`src/common/dp_diag_map.vh`:
```
// Constants for the diagnostic frame builder: register map, field positions, codes.
// Assumes an 8-bit register port with byte addresses and one core clock.
`ifndef DP_DIAG_MAP_VH
`define DP_DIAG_MAP_VH

////////////////////////////////////////////////////////////////////////////////
// Register map
`define PI_LAST_ADDR 8'h1F
`define REG_CTRL 8'h20
`define REG_BASE 8'h21
`define REG_IRQ_STAT 8'h22
`define REG_IRQ_MASK 8'h23
`define REG_MSG_CODE 8'h24
`define REG_STATE 8'h25

// Control register fields and reset values
`define CTRL_IDENT_LOW_FIRST 0
`define CTRL_RESET 8'h00
`define BASE_RESET 8'h00
`define MASK_RESET 8'h00

// Interrupt status bit positions
`define IRQ_FRAME_SENT 0
`define IRQ_USER_START 1
`define IRQ_USER_DELETE 2
`define IRQ_ERROR 3
`define IRQ_IGNORED 4

////////////////////////////////////////////////////////////////////////////////
// Frame layout
`define FRAME_BYTES 16
`define DEV_LEN_TYPE 8'h0A
`define ST1_FIXED_ONE 8'h04
`define MSG_NONE 8'h00
`define MSG_ERR_FIRST 8'h12
`define MSG_ERR_LAST 8'h17
`define MSG_USER_VALID 8'h40

// Diagnostic status byte
`define STAT_VALID 0
`define STAT_DELETE 1
`define STAT_IGNORED 8'h03
`define BLOCK_BYTES 6

`endif

```
`src/diag_frame_tx.v`:
```
// Byte-wise sender of one 16-byte diagnostic frame, byte 0 first.
// Assumes the receiving link takes a byte when valid and ready are both high.
`timescale 1ns/100ps
`default_nettype none
`include "dp_diag_map.vh"

module diag_frame_tx (
    // Clock and reset
    input wire i_core_clk,
    input wire i_rst,
    // Frame to send
    input wire i_start,
    input wire [127:0] i_frame,
    output reg o_busy,
    // Byte stream
    output reg o_valid,
    output reg [7:0] o_data,
    output reg o_last,
    input wire i_ready
);

    reg [127:0] shift_reg;
    reg [3:0] count_reg;

    // Frame is latched at start, so late image writes do not tear a frame
    always @(posedge i_core_clk) begin
        if (i_rst) begin
            shift_reg <= 128'h0;
            count_reg <= 4'h0;
            o_busy <= 1'b0;
            o_valid <= 1'b0;
            o_data <= 8'h00;
            o_last <= 1'b0;
        end else if (!o_busy) begin
            if (i_start) begin
                shift_reg <= {8'h00, i_frame[127:8]};
                count_reg <= 4'h0;
                o_busy <= 1'b1;
                o_valid <= 1'b1;
                o_data <= i_frame[7:0];
                o_last <= 1'b0;
            end
        end else if (o_valid && i_ready) begin
            if (o_last) begin
                o_busy <= 1'b0;
                o_valid <= 1'b0;
                o_last <= 1'b0;
            end else begin
                o_data <= shift_reg[7:0];
                shift_reg <= {8'h00, shift_reg[127:8]};
                count_reg <= count_reg + 4'h1;
                o_last <= (count_reg == 4'hE);
            end
        end
    end

endmodule
`default_nettype wire

```
`src/dp_slave_diagnostic_frame.v`:
```
// Diagnostic frame builder of a fieldbus slave with its CPU process image block.
// Assumes station status inputs come from logic on the same core clock.
`timescale 1ns/100ps
`default_nettype none
`include "dp_diag_map.vh"

module dp_slave_diagnostic_frame #(
    parameter PI_AW = 5
) (
    // Clock and reset
    input wire i_core_clk,
    input wire i_rst,
    // Register port
    input wire [7:0] i_addr,
    input wire [7:0] i_wdata,
    input wire i_wr,
    input wire i_rd,
    output reg [7:0] o_rdata,
    output reg o_irq,
    // Station status from the protocol engine
    input wire i_not_ready,
    input wire i_cfg_mismatch,
    input wire i_unsupported,
    input wire i_param_fault,
    input wire i_new_param,
    input wire i_static_diag,
    input wire i_resp_monitor,
    input wire i_freeze_rx,
    input wire i_sync_rx,
    input wire i_overflow,
    input wire [7:0] i_master_addr,
    input wire [15:0] i_ident,
    // Error event from the protocol engine
    input wire i_err_event,
    input wire [7:0] i_err_code,
    // Master side
    input wire i_diag_req,
    output wire o_tx_valid,
    output wire [7:0] o_tx_data,
    output wire o_tx_last,
    input wire i_tx_ready,
    output reg o_unsolicited
);

    localparam PI_DEPTH = 1 << PI_AW;

    localparam ST_IDLE = 3'b001;
    localparam ST_SEND = 3'b010;
    localparam ST_DONE = 3'b100;

    ////////////////////////////////////////////////////////////////////////////
    // State

    reg [7:0] pi_mem [0:PI_DEPTH-1];
    reg [7:0] ctrl_reg;
    reg [7:0] base_reg;
    reg [7:0] irq_stat_reg;
    reg [7:0] irq_mask_reg;
    reg [7:0] msg_code_reg;
    reg [7:0] prev_stat_reg;
    reg user_valid_reg;
    reg [39:0] user_reg;
    reg req_pend_reg;
    reg evt_pend_reg;
    reg copy_pend_reg;
    reg [2:0] state_reg;
    reg [2:0] state_next;
    reg [7:0] irq_set;
    reg [7:0] stat_byte;
    reg start_evt;
    reg delete_evt;
    reg ignore_evt;
    reg err_ok;
    reg [127:0] frame;
    wire tx_busy;
    wire tx_start;
    integer k;

    // Image index of byte n of the block; wraps at the end of the image
    function [PI_AW-1:0] blk_idx;
        input [7:0] base;
        input [2:0] n;
        reg [7:0] sum;
        begin
            sum = base + {5'h00, n};
            blk_idx = sum[PI_AW-1:0];
        end
    endfunction

    function is_err_code;
        input [7:0] code;
        begin
            is_err_code = (code >= `MSG_ERR_FIRST) && (code <= `MSG_ERR_LAST);
        end
    endfunction

    ////////////////////////////////////////////////////////////////////////////
    // Diagnostic status byte watch

    always @* begin
        stat_byte = pi_mem[blk_idx(base_reg, 3'd0)];
        ignore_evt = 1'b0;
        start_evt = 1'b0;
        delete_evt = 1'b0;
        if (stat_byte != prev_stat_reg) begin
            if (stat_byte == `STAT_IGNORED) begin
                ignore_evt = 1'b1;
            end else begin
                // Reserved bits are not looked at, only valid and delete
                start_evt = stat_byte[`STAT_VALID] && !prev_stat_reg[`STAT_VALID];
                delete_evt = stat_byte[`STAT_DELETE] && !prev_stat_reg[`STAT_DELETE]
                    && !stat_byte[`STAT_VALID];
            end
        end
        err_ok = i_err_event && is_err_code(i_err_code);
    end

    always @(posedge i_core_clk) begin
        if (i_rst) begin
            prev_stat_reg <= 8'h00;
        end else if (i_wr && i_addr == `REG_BASE) begin
            // A base move must not look like a status change
            prev_stat_reg <= pi_mem[blk_idx(i_wdata, 3'd0)];
        end else begin
            prev_stat_reg <= stat_byte;
        end
    end

    ////////////////////////////////////////////////////////////////////////////
    // Process image and user data

    always @(posedge i_core_clk) begin
        if (i_rst) begin
            for (k = 0; k < PI_DEPTH; k = k + 1) begin
                pi_mem[k] <= 8'h00;
            end
            copy_pend_reg <= 1'b0;
        end else begin
            if (i_wr && i_addr <= `PI_LAST_ADDR && i_addr < PI_DEPTH) begin
                pi_mem[i_addr[PI_AW-1:0]] <= i_wdata;
            end
            // Device copy waits for a cycle free of CPU image writes
            if (copy_pend_reg && !(i_wr && i_addr <= `PI_LAST_ADDR)) begin
                for (k = 1; k < `BLOCK_BYTES; k = k + 1) begin
                    pi_mem[blk_idx(base_reg, k[2:0])] <= user_reg[8*(k-1) +: 8];
                end
                copy_pend_reg <= err_ok;
            end else if (err_ok) begin
                copy_pend_reg <= 1'b1;
            end
        end
    end

    always @(posedge i_core_clk) begin
        if (i_rst) begin
            user_valid_reg <= 1'b0;
            user_reg <= 40'h0;
        end else if (start_evt) begin
            user_valid_reg <= 1'b1;
            for (k = 1; k < `BLOCK_BYTES; k = k + 1) begin
                user_reg[8*(k-1) +: 8] <= pi_mem[blk_idx(base_reg, k[2:0])];
            end
        end else if (delete_evt) begin
            user_valid_reg <= 1'b0;
            user_reg <= 40'h0;
        end
    end

    // Message code: a new error wins over user data state
    always @(posedge i_core_clk) begin
        if (i_rst) begin
            msg_code_reg <= `MSG_NONE;
        end else if (err_ok) begin
            msg_code_reg <= i_err_code;
        end else if (start_evt && !is_err_code(msg_code_reg)) begin
            msg_code_reg <= `MSG_USER_VALID;
        end else if (delete_evt && msg_code_reg == `MSG_USER_VALID) begin
            msg_code_reg <= `MSG_NONE;
        end
    end

    ////////////////////////////////////////////////////////////////////////////
    // Frame assembly

    always @* begin
        frame = 128'h0;
        frame[7:0] = {1'b0, i_param_fault, 1'b0, i_unsupported,
            (user_valid_reg || is_err_code(msg_code_reg)),
            i_cfg_mismatch, i_not_ready, 1'b0};
        frame[15:8] = {2'b00, i_sync_rx, i_freeze_rx, i_resp_monitor,
            1'b0, i_static_diag, i_new_param};
        frame[15:8] = frame[15:8] | `ST1_FIXED_ONE;
        frame[23:16] = {i_overflow, 7'h00};
        frame[31:24] = i_master_addr;
        if (ctrl_reg[`CTRL_IDENT_LOW_FIRST]) begin
            frame[47:32] = i_ident;
        end else begin
            frame[47:32] = {i_ident[7:0], i_ident[15:8]};
        end
        frame[55:48] = `DEV_LEN_TYPE;
        frame[63:56] = msg_code_reg;
        frame[87:64] = 24'h0;
        frame[127:88] = user_valid_reg ? user_reg : 40'h0;
    end

    ////////////////////////////////////////////////////////////////////////////
    // Send control

    assign tx_start = (state_reg == ST_IDLE) && (req_pend_reg || evt_pend_reg) && !tx_busy;

    always @* begin
        case (state_reg)
            ST_IDLE: begin
                state_next = tx_start ? ST_SEND : ST_IDLE;
            end
            ST_SEND: begin
                state_next = tx_busy ? ST_SEND : ST_DONE;
            end
            ST_DONE: begin
                state_next = ST_IDLE;
            end
            default: begin
                state_next = ST_IDLE;
            end
        endcase
    end

    always @(posedge i_core_clk) begin
        if (i_rst) begin
            state_reg <= ST_IDLE;
            req_pend_reg <= 1'b0;
            evt_pend_reg <= 1'b0;
            o_unsolicited <= 1'b0;
        end else begin
            state_reg <= state_next;
            // New requests during a send are kept for the next frame
            if (i_diag_req) begin
                req_pend_reg <= 1'b1;
            end else if (tx_start) begin
                req_pend_reg <= 1'b0;
            end
            if (err_ok || start_evt || delete_evt) begin
                evt_pend_reg <= 1'b1;
            end else if (tx_start) begin
                evt_pend_reg <= 1'b0;
            end
            if (tx_start) begin
                o_unsolicited <= !req_pend_reg;
            end
        end
    end

    diag_frame_tx u_tx (
        .i_core_clk(i_core_clk),
        .i_rst(i_rst),
        .i_start(tx_start),
        .i_frame(frame),
        .o_busy(tx_busy),
        .o_valid(o_tx_valid),
        .o_data(o_tx_data),
        .o_last(o_tx_last),
        .i_ready(i_tx_ready)
    );

    ////////////////////////////////////////////////////////////////////////////
    // Registers and interrupt

    always @* begin
        irq_set = 8'h00;
        irq_set[`IRQ_FRAME_SENT] = (state_reg == ST_DONE);
        irq_set[`IRQ_USER_START] = start_evt;
        irq_set[`IRQ_USER_DELETE] = delete_evt;
        irq_set[`IRQ_ERROR] = err_ok;
        irq_set[`IRQ_IGNORED] = ignore_evt;
    end

    always @(posedge i_core_clk) begin
        if (i_rst) begin
            ctrl_reg <= `CTRL_RESET;
            base_reg <= `BASE_RESET;
            irq_mask_reg <= `MASK_RESET;
        end else if (i_wr) begin
            case (i_addr)
                `REG_CTRL: begin
                    ctrl_reg <= i_wdata & 8'h01;
                end
                `REG_BASE: begin
                    base_reg <= i_wdata;
                end
                `REG_IRQ_MASK: begin
                    irq_mask_reg <= i_wdata & 8'h1F;
                end
                default: begin
                end
            endcase
        end
    end

    // A read clears the status, but an event in the same cycle survives
    always @(posedge i_core_clk) begin
        if (i_rst) begin
            irq_stat_reg <= 8'h00;
        end else if (i_rd && i_addr == `REG_IRQ_STAT) begin
            irq_stat_reg <= irq_set;
        end else begin
            irq_stat_reg <= irq_stat_reg | irq_set;
        end
    end

    always @(posedge i_core_clk) begin
        if (i_rst) begin
            o_irq <= 1'b0;
        end else begin
            o_irq <= |(irq_stat_reg & irq_mask_reg);
        end
    end

    always @(posedge i_core_clk) begin
        if (i_rst) begin
            o_rdata <= 8'h00;
        end else if (i_rd) begin
            if (i_addr <= `PI_LAST_ADDR) begin
                o_rdata <= (i_addr < PI_DEPTH) ? pi_mem[i_addr[PI_AW-1:0]] : 8'h00;
            end else begin
                case (i_addr)
                    `REG_CTRL: begin
                        o_rdata <= ctrl_reg;
                    end
                    `REG_BASE: begin
                        o_rdata <= base_reg;
                    end
                    `REG_IRQ_STAT: begin
                        o_rdata <= irq_stat_reg;
                    end
                    `REG_IRQ_MASK: begin
                        o_rdata <= irq_mask_reg;
                    end
                    `REG_MSG_CODE: begin
                        o_rdata <= msg_code_reg;
                    end
                    `REG_STATE: begin
                        o_rdata <= {4'h0, copy_pend_reg, evt_pend_reg, tx_busy, user_valid_reg};
                    end
                    default: begin
                        o_rdata <= 8'h00;
                    end
                endcase
            end
        end else begin
            o_rdata <= 8'h00;
        end
    end

endmodule
`default_nettype wire

```
`config.mk`:
```
export PLATFORM = sky130hd
export DESIGN_NAME = dp_slave_diagnostic_frame
export DESIGN_NICKNAME = d
export VERILOG_FILES = /design/src/diag_frame_tx.v /design/src/dp_slave_diagnostic_frame.v
export VERILOG_INCLUDE_DIRS = /design/src /design/src/common
export SDC_FILE = /design/constraint.sdc
export NUM_CORES = 2
export LEC_CHECK = 0
export BUFFER_PORTS_ARGS = -buffer_cell sky130_fd_sc_hd__buf_4
export CAP_MARGIN = 5
export CORE_AREA = 5 5 386 388
export DETAILED_ROUTE_END_ITERATION = 8
export DIE_AREA = 0 0 391 393
export HOLD_SLACK_MARGIN = 0.06
export SLEW_MARGIN = 10
export SYNTH_ARGS = -nofsm -noshare
export SYNTH_HDL_FRONTEND = slang
export SYNTH_SLANG_ARGS = --single-unit
```
`constraint.sdc`:
```
create_clock -name i_core_clk -period 12.6 [get_ports i_core_clk]
set_clock_uncertainty 0.05 [all_clocks]
set_input_delay 1.89 -clock i_core_clk [delete_from_list [all_inputs] [get_ports i_core_clk]]
set_output_delay 1.89 -clock i_core_clk [all_outputs]
set_load 0.01 [all_outputs]
```
; Word-level counts from Yosys, hierarchy flattened
; Memory sizes are Yosys's and may differ from the RTL's. A register that Yosys moved wholly into a read port is not among the register bits.
; Index checks and enable logic that the tools add are counted.
[word_totals]
ff_bits = 238
ramBits = 256
n_memories = 1
in_bits = 65
wordCells = 181
[op_classes]
n_addsub = 6
order_cmp = 6
eq_ne = 16
bitwise_logic = 3
n_mux = 79
reduce_logical = 48
[mem_list]
columns = memory, words, word_bits, rd, rd_ports_with_merged_regs, write_ports, line_no
row1 = pi_mem, 32, 8, 8, 1, 32, dp_slave_diagnostic_frame.v:54  ; reg [7:0] pi_mem [0:PI_DEPTH-1];
[op_table]
columns = cell, n
row1 = two-way mux 128 bit, 4
row2 = two-way mux 8 bit, 16
row3 = two-way mux 40 bit, 3
row4 = OR reduction 8 bit, 7
row5 = == test 8 x 6 -> 1 bit (second input constant), 6
row6 = one-hot mux 8 bit (6 select lines), 1
row7 = two-way mux 5 bit, 9
row8 = two-way mux 1 bit, 38
row9 = <= comparator 8 x 5 -> 1 bit (second input constant), 3
row10 = greater-or-equal comparator 8 x 5 -> 1 bit (second input constant), 2
row11 = logical AND 1 bit, 16
row12 = two-way mux 16 bit, 1
row13 = two-way mux 4 bit, 4
row14 = adder 5 x 2 -> 5 bit (second input constant), 2
row15 = adder 5 x 3 -> 5 bit (second input constant), 2
row16 = nonzero test 2 bit, 5
row17 = AND 8 x 5 -> 8 bit, 1
row18 = == test 8 x 2 -> 1 bit (second input constant), 1
row19 = == test 8 x 7 -> 1 bit (second input constant), 1
row20 = less-than comparator 8 x 6 -> 1 bit (second input constant), 1
row21 = inequality test 8 bit, 1
row22 = OR 8 x 5 -> 8 bit, 1
row23 = AND reduction 2 bit, 4
row24 = zero test 1 bit, 7
row25 = 15 further kinds, 22

; Logic depth before layout (Yosys ltp)
[depth]
word_depth = 9
ltp_mapped = 14
mapped_depth_nobuf = 10

; Modules after synthesis
; Synthesis repeated with hierarchy kept, for this count alone.
[hier_totals]
hier_cells = 4878
hier_area_um2 = 44954.4
[by_module_without_submodules]
columns = mod, instances, seq_area_each_um2, cells_per_inst, area_each_um2
row1 = dp_slave_diagnostic_frame, 1, 9629.2, 4271, 38649.6
row2 = diag_frame_tx, 1, 2702.6, 607, 6304.8

; Least setup slack after synthesis
; OpenSTA, ideal clock, no wires.
[synth_timing]
path_kind = input to register
from = input port i_wr
to = memory pi_mem[16][0], enable pin
path_slack_ns = 7.762
t_arrival_ns = 4.459
setup_time_ns = 0.329
t_required_ns = 12.221
stages = 10
n_path_buf = 4
path_cell_list = nor4b_2 nor3b_2 clkbuf_1 buf_1 nand2_1 clkbuf_1 buf_1 o22ai_1 nor4_1 nand2_1
[synth_lines]
columns = element, line_no
row1 = from (decl), dp_slave_diagnostic_frame.v:16  ; input wire i_wr,
row2 = to (decl), dp_slave_diagnostic_frame.v:54

; Worst setup path in the final report
[layout_timing]
from = register base_reg[0]
to = register user_reg[6]
[layout_between]
elab_chain_len = 3
[layout_rtl]
columns = element, line_no
row1 = from (decl), dp_slave_diagnostic_frame.v:56  ; reg [7:0] base_reg;
row2 = from (signal assigned), dp_slave_diagnostic_frame.v:280  ; base_reg <= `BASE_RESET;
row3 = from (signal assigned), dp_slave_diagnostic_frame.v:288  ; base_reg <= i_wdata;
row4 = adder 5 x 1 -> 5 bit, dp_slave_diagnostic_frame.v:85  ; sum = base + {5'h00, n};
row5 = memory (32 x 8 bit), --
row6 = two-way mux 40 bit, dp_slave_diagnostic_frame.v:158  ; end else if (start_evt) begin
row7 = "to (signal, indexed assignment)", dp_slave_diagnostic_frame.v:161  ; user_reg[8*(k-1) +: 8] <= pi_mem[blk_idx(base_reg, k[2:0])];
row8 = to (decl), dp_slave_diagnostic_frame.v:62  ; reg [39:0] user_reg;
; No other way between the ends.
; A chain may end at the register's enable or synchronous reset.

==> impl_results.md <==
* Crit share post-route at 44.8%
* CTS Root Cell: clkbuf_16
* WS Path Type: reg -> reg
* Mapped cell area at between 40,000 and 50,000 um2
* Cts hold-fix bufs at 0
* Largest net degree at the start of global routing at 136
* Clock Latency Late Sink at 0.72 ns
* Vias/cell at roughly 7.1
* Syn_nets at 4,626
* Slew @ Worst Pin at 1.34 ns
* Flip-flop count of the largest register after layout at around 260
* GP Congestion at 1.07
* Power per cell area at 91.0 nW/um2
* Via count at ~45,000
* Max stage delay on crit path at 0.89 ns
* Fraction of layout cells with a size suffix above 1 at 21.0%
* Slew Limit Fails at 0
* RSZ-0062 raised after global routing: no
* Post-Route WL at approximately 230 mm
* Worst min path class: reg -> reg
* Die Span Y at between 300 and 400 um
* Required @ worst endpoint at 13.13 ns
* CP max FO at 55
* I/O pin count at 85
* Net count, final at 4,393
* Crit path top cell by count: buf_4
* CTS Buf Count at 57
* DR WL/cell at 36.7 um
* Critical Path Sink Type: flop
* Die width at 391 um
* Ys Warns at 0
* Worst path top cell family by delay: buffers and inverters
* Slew headroom at 10.1%
* Critical Path AT at 6.18 ns
* Critical-path top delay cell: buf_4
* Area Overhead vs Synth at 10.1%
* CTS sink cnt at 488
* Post_cts resized at 0
* Hold Vio Cnt, Final at 0
* Util after Layout at 32.8%
* # port buffers at 84
* TNS Setup at 0 ns
* Max-Cap Viols at 0
* Vias in the first global route at 40,466
* Antenna Nets Post-Route at 0
* H-Tree Depth at 2
* Outcome: complete, but fails checks
* Ys flop type: edfxtp_1
* Worst setup SP type: flop
* R2R Setup Slk at 6.95 ns
* Post-Place Cells at around 6,200
* Seq/Total Area, Yosys at ~29%
* Dpl hpwl at 148 mm
* WHS at 0.398 ns
* Max VDD drop at 0.000104 V
* CP cell instances: inv_2, buf_4, ha_4, buf_4, buf_4, mux4_2, mux4_2, mux2i_1, o21ai_1
* Die area at 154,000 um2
* Cell variety after synth at approximately 80
* First-pass GRT wire length at about 320 mm
* CTS tree: done
* Buffer and inverter count on the worst path at 4
* Fmax achieved at 177 MHz
* Worst-case clock buffer depth at 3
* # Post-CTS Setup Buffers at 0
* Initial Util at between 20% and 30%
* Yosys reg bits at around 490
* Final worst slack at ~7.0 ns
* First-pass DRT Iterations at 9
* Cell row count at 140
* GRT Resource Usage Total at roughly 29%
* Syn Area/Cell at roughly 9.5 um2
* EDFF count, synth at 256
* Setup violations, final at 0
* Ys async rst share at 0%
* Initial antenna violation count at 15
* Leak at 15.0 nW
* Failing checks: DRC
* Tmin final at approximately 5.6 ns
* Clk pin slew, worst setup/hold paths at 0.07 ns
* Pre-CTS WS at 6.57 ns
* Post-Layout Cell Count at 6,286
* Gr ovfl total at 0
* Drt initial violations at 8,233
* Post-Syn Instances at 4,546
* Core ar. at approximately 150,000 um2
* DRC at 7
-- layout by cell type, fill, tap and decap left out, types with 33 or more instances in the layout --
cell	n
o21ai_1	231
nand2_1	697
o221ai_1	63
o211ai_1	104
nand3_1	91
buf_4	204
mux4_2	482
or3_1	42
a221o_1	33
a221oi_1	42
and3_1	42
mux2_2	40
nor2_1	462
mux2i_1	214
a21oi_1	168
nor3_1	72
a211oi_1	96
edfxtp_1	256
o22ai_1	49
dfxtp_1	202
a22oi_1	82
clkbuf_16	59
a31oi_1	151
o311ai_1	82
-- power breakdown --
part	internal [mW]	switching [mW]	leakage, nW
Combinational	0.215	0.381	9.42
Sequential	1.74	0.141	4.63
Clock	1.03	0.821	0.972
-- kinds of logic after synthesis --
logic type                 count (synthesis)  share of synthesized area (%)
muxes                                    748                           31.4
AOI/OAI and AO/OA                       1202                           18.9
xor gates and xnor gates                  27                          0.547
adders and majority gates                 15                          0.434
buffers and inverters                    516                           4.64
and+or+nand+nor                         1550                           15.6
DFF                                      488                           28.5
-- area by class of cell --
cell class	count	area [um2]
Antenna cell	7	17.5
Sequential cell	488	12400
Inverter	18	67.6
Clock buffer	68	1540
Fill cell	14740	97400
Multi-Input combinational cell	3542	29100
Tap cell	1917	2400
Timing Repair Buffer	206	1570
Clock inverter	40	495
-- worst reg2reg max path, delay by kind of cell, from the launching register on --
kind / cells / cell delay [ns]
buffers and inverters: 4 / 2.07
adders and majority gates: 1 / 0.62
AOI/OAI and AO/OA: 1 / 0.11
DFF: 1 / 0.81
muxes: 3 / 1.86
-- cells in the mapped netlist (10+ instances only) --
cell | n | share of area (%)
o21ai_0 | 30 | 0.35
o221ai_1 | 63 | 1.3
nand2_1 | 699 | 6.1
nor2_1 | 464 | 4.0
a211oi_1 | 96 | 1.7
a22oi_1 | 82 | 1.4
mux4_2 | 482 | 25
ha_1 | 15 | 0.43
o22ai_1 | 49 | 0.71
and3_1 | 42 | 0.61
a221o_1 | 33 | 0.76
a221oi_1 | 42 | 0.85
mux2i_1 | 222 | 5.1
or3_1 | 42 | 0.61
nor2b_1 | 18 | 0.26
buf_2 | 21 | 0.24
o311ai_1 | 82 | 1.7
edfxtp_1 | 256 | 18
dfxtp_1 | 232 | 11
clkbuf_1 | 376 | 3.3
xnor2_1 | 11 | 0.22
nand3b_1 | 26 | 0.45
nand3_1 | 91 | 1.1
nand4_1 | 10 | 0.14
and2_1 | 17 | 0.25
o211ai_1 | 104 | 1.8
nor4_1 | 17 | 0.25
a31oi_1 | 151 | 2.2
xor2_1 | 16 | 0.32
mux2_2 | 40 | 1.0
nor3_1 | 73 | 0.85
inv_1 | 11 | 0.096
a21oi_1 | 168 | 1.9
a22o_1 | 16 | 0.32
buf_1 | 94 | 0.82
o21ai_1 | 232 | 2.7
-- layer usage --
layer	part of all wire (%)	GRT usage [%]	wire length (um)	vias up
met4	9.2	20.8	21200	10
li1	-	-	-	17437
met1	34	34.7	77600	21646
met2	40	39.9	91700	4363
met3	17	13.6	40100	1210
met5	0.048	0.223	110	-
-- final timing paths --
path / from / endpoint / depth (start not counted)
setup / recovery: base_reg[0]$_SDFFE_PP0P_ / user_reg[6]$_SDFFE_PP0P_ / 9
setup reg to reg: base_reg[0]$_SDFFE_PP0P_ / user_reg[6]$_SDFFE_PP0P_ / 9
hold reg to reg: user_reg[18]$_SDFFE_PP0P_ / user_reg[18]$_SDFFE_PP0P_ / 2
hold / removal: user_reg[18]$_SDFFE_PP0P_ / user_reg[18]$_SDFFE_PP0P_ / 2
-- stage by stage --
stage | total power [mW] | area [um2]
6_report | 4.33 | 47600
5_1_grt | 4.41 | 47600
4_1_cts | 4.29 | 47600
3_5_place_dp | 2.47 | 45500
3_3_place_gp | 2.46 | 45500
2_1_floorplan | 2.20 | 43200
Note: power is estimated with default switching activity, not from simulation.
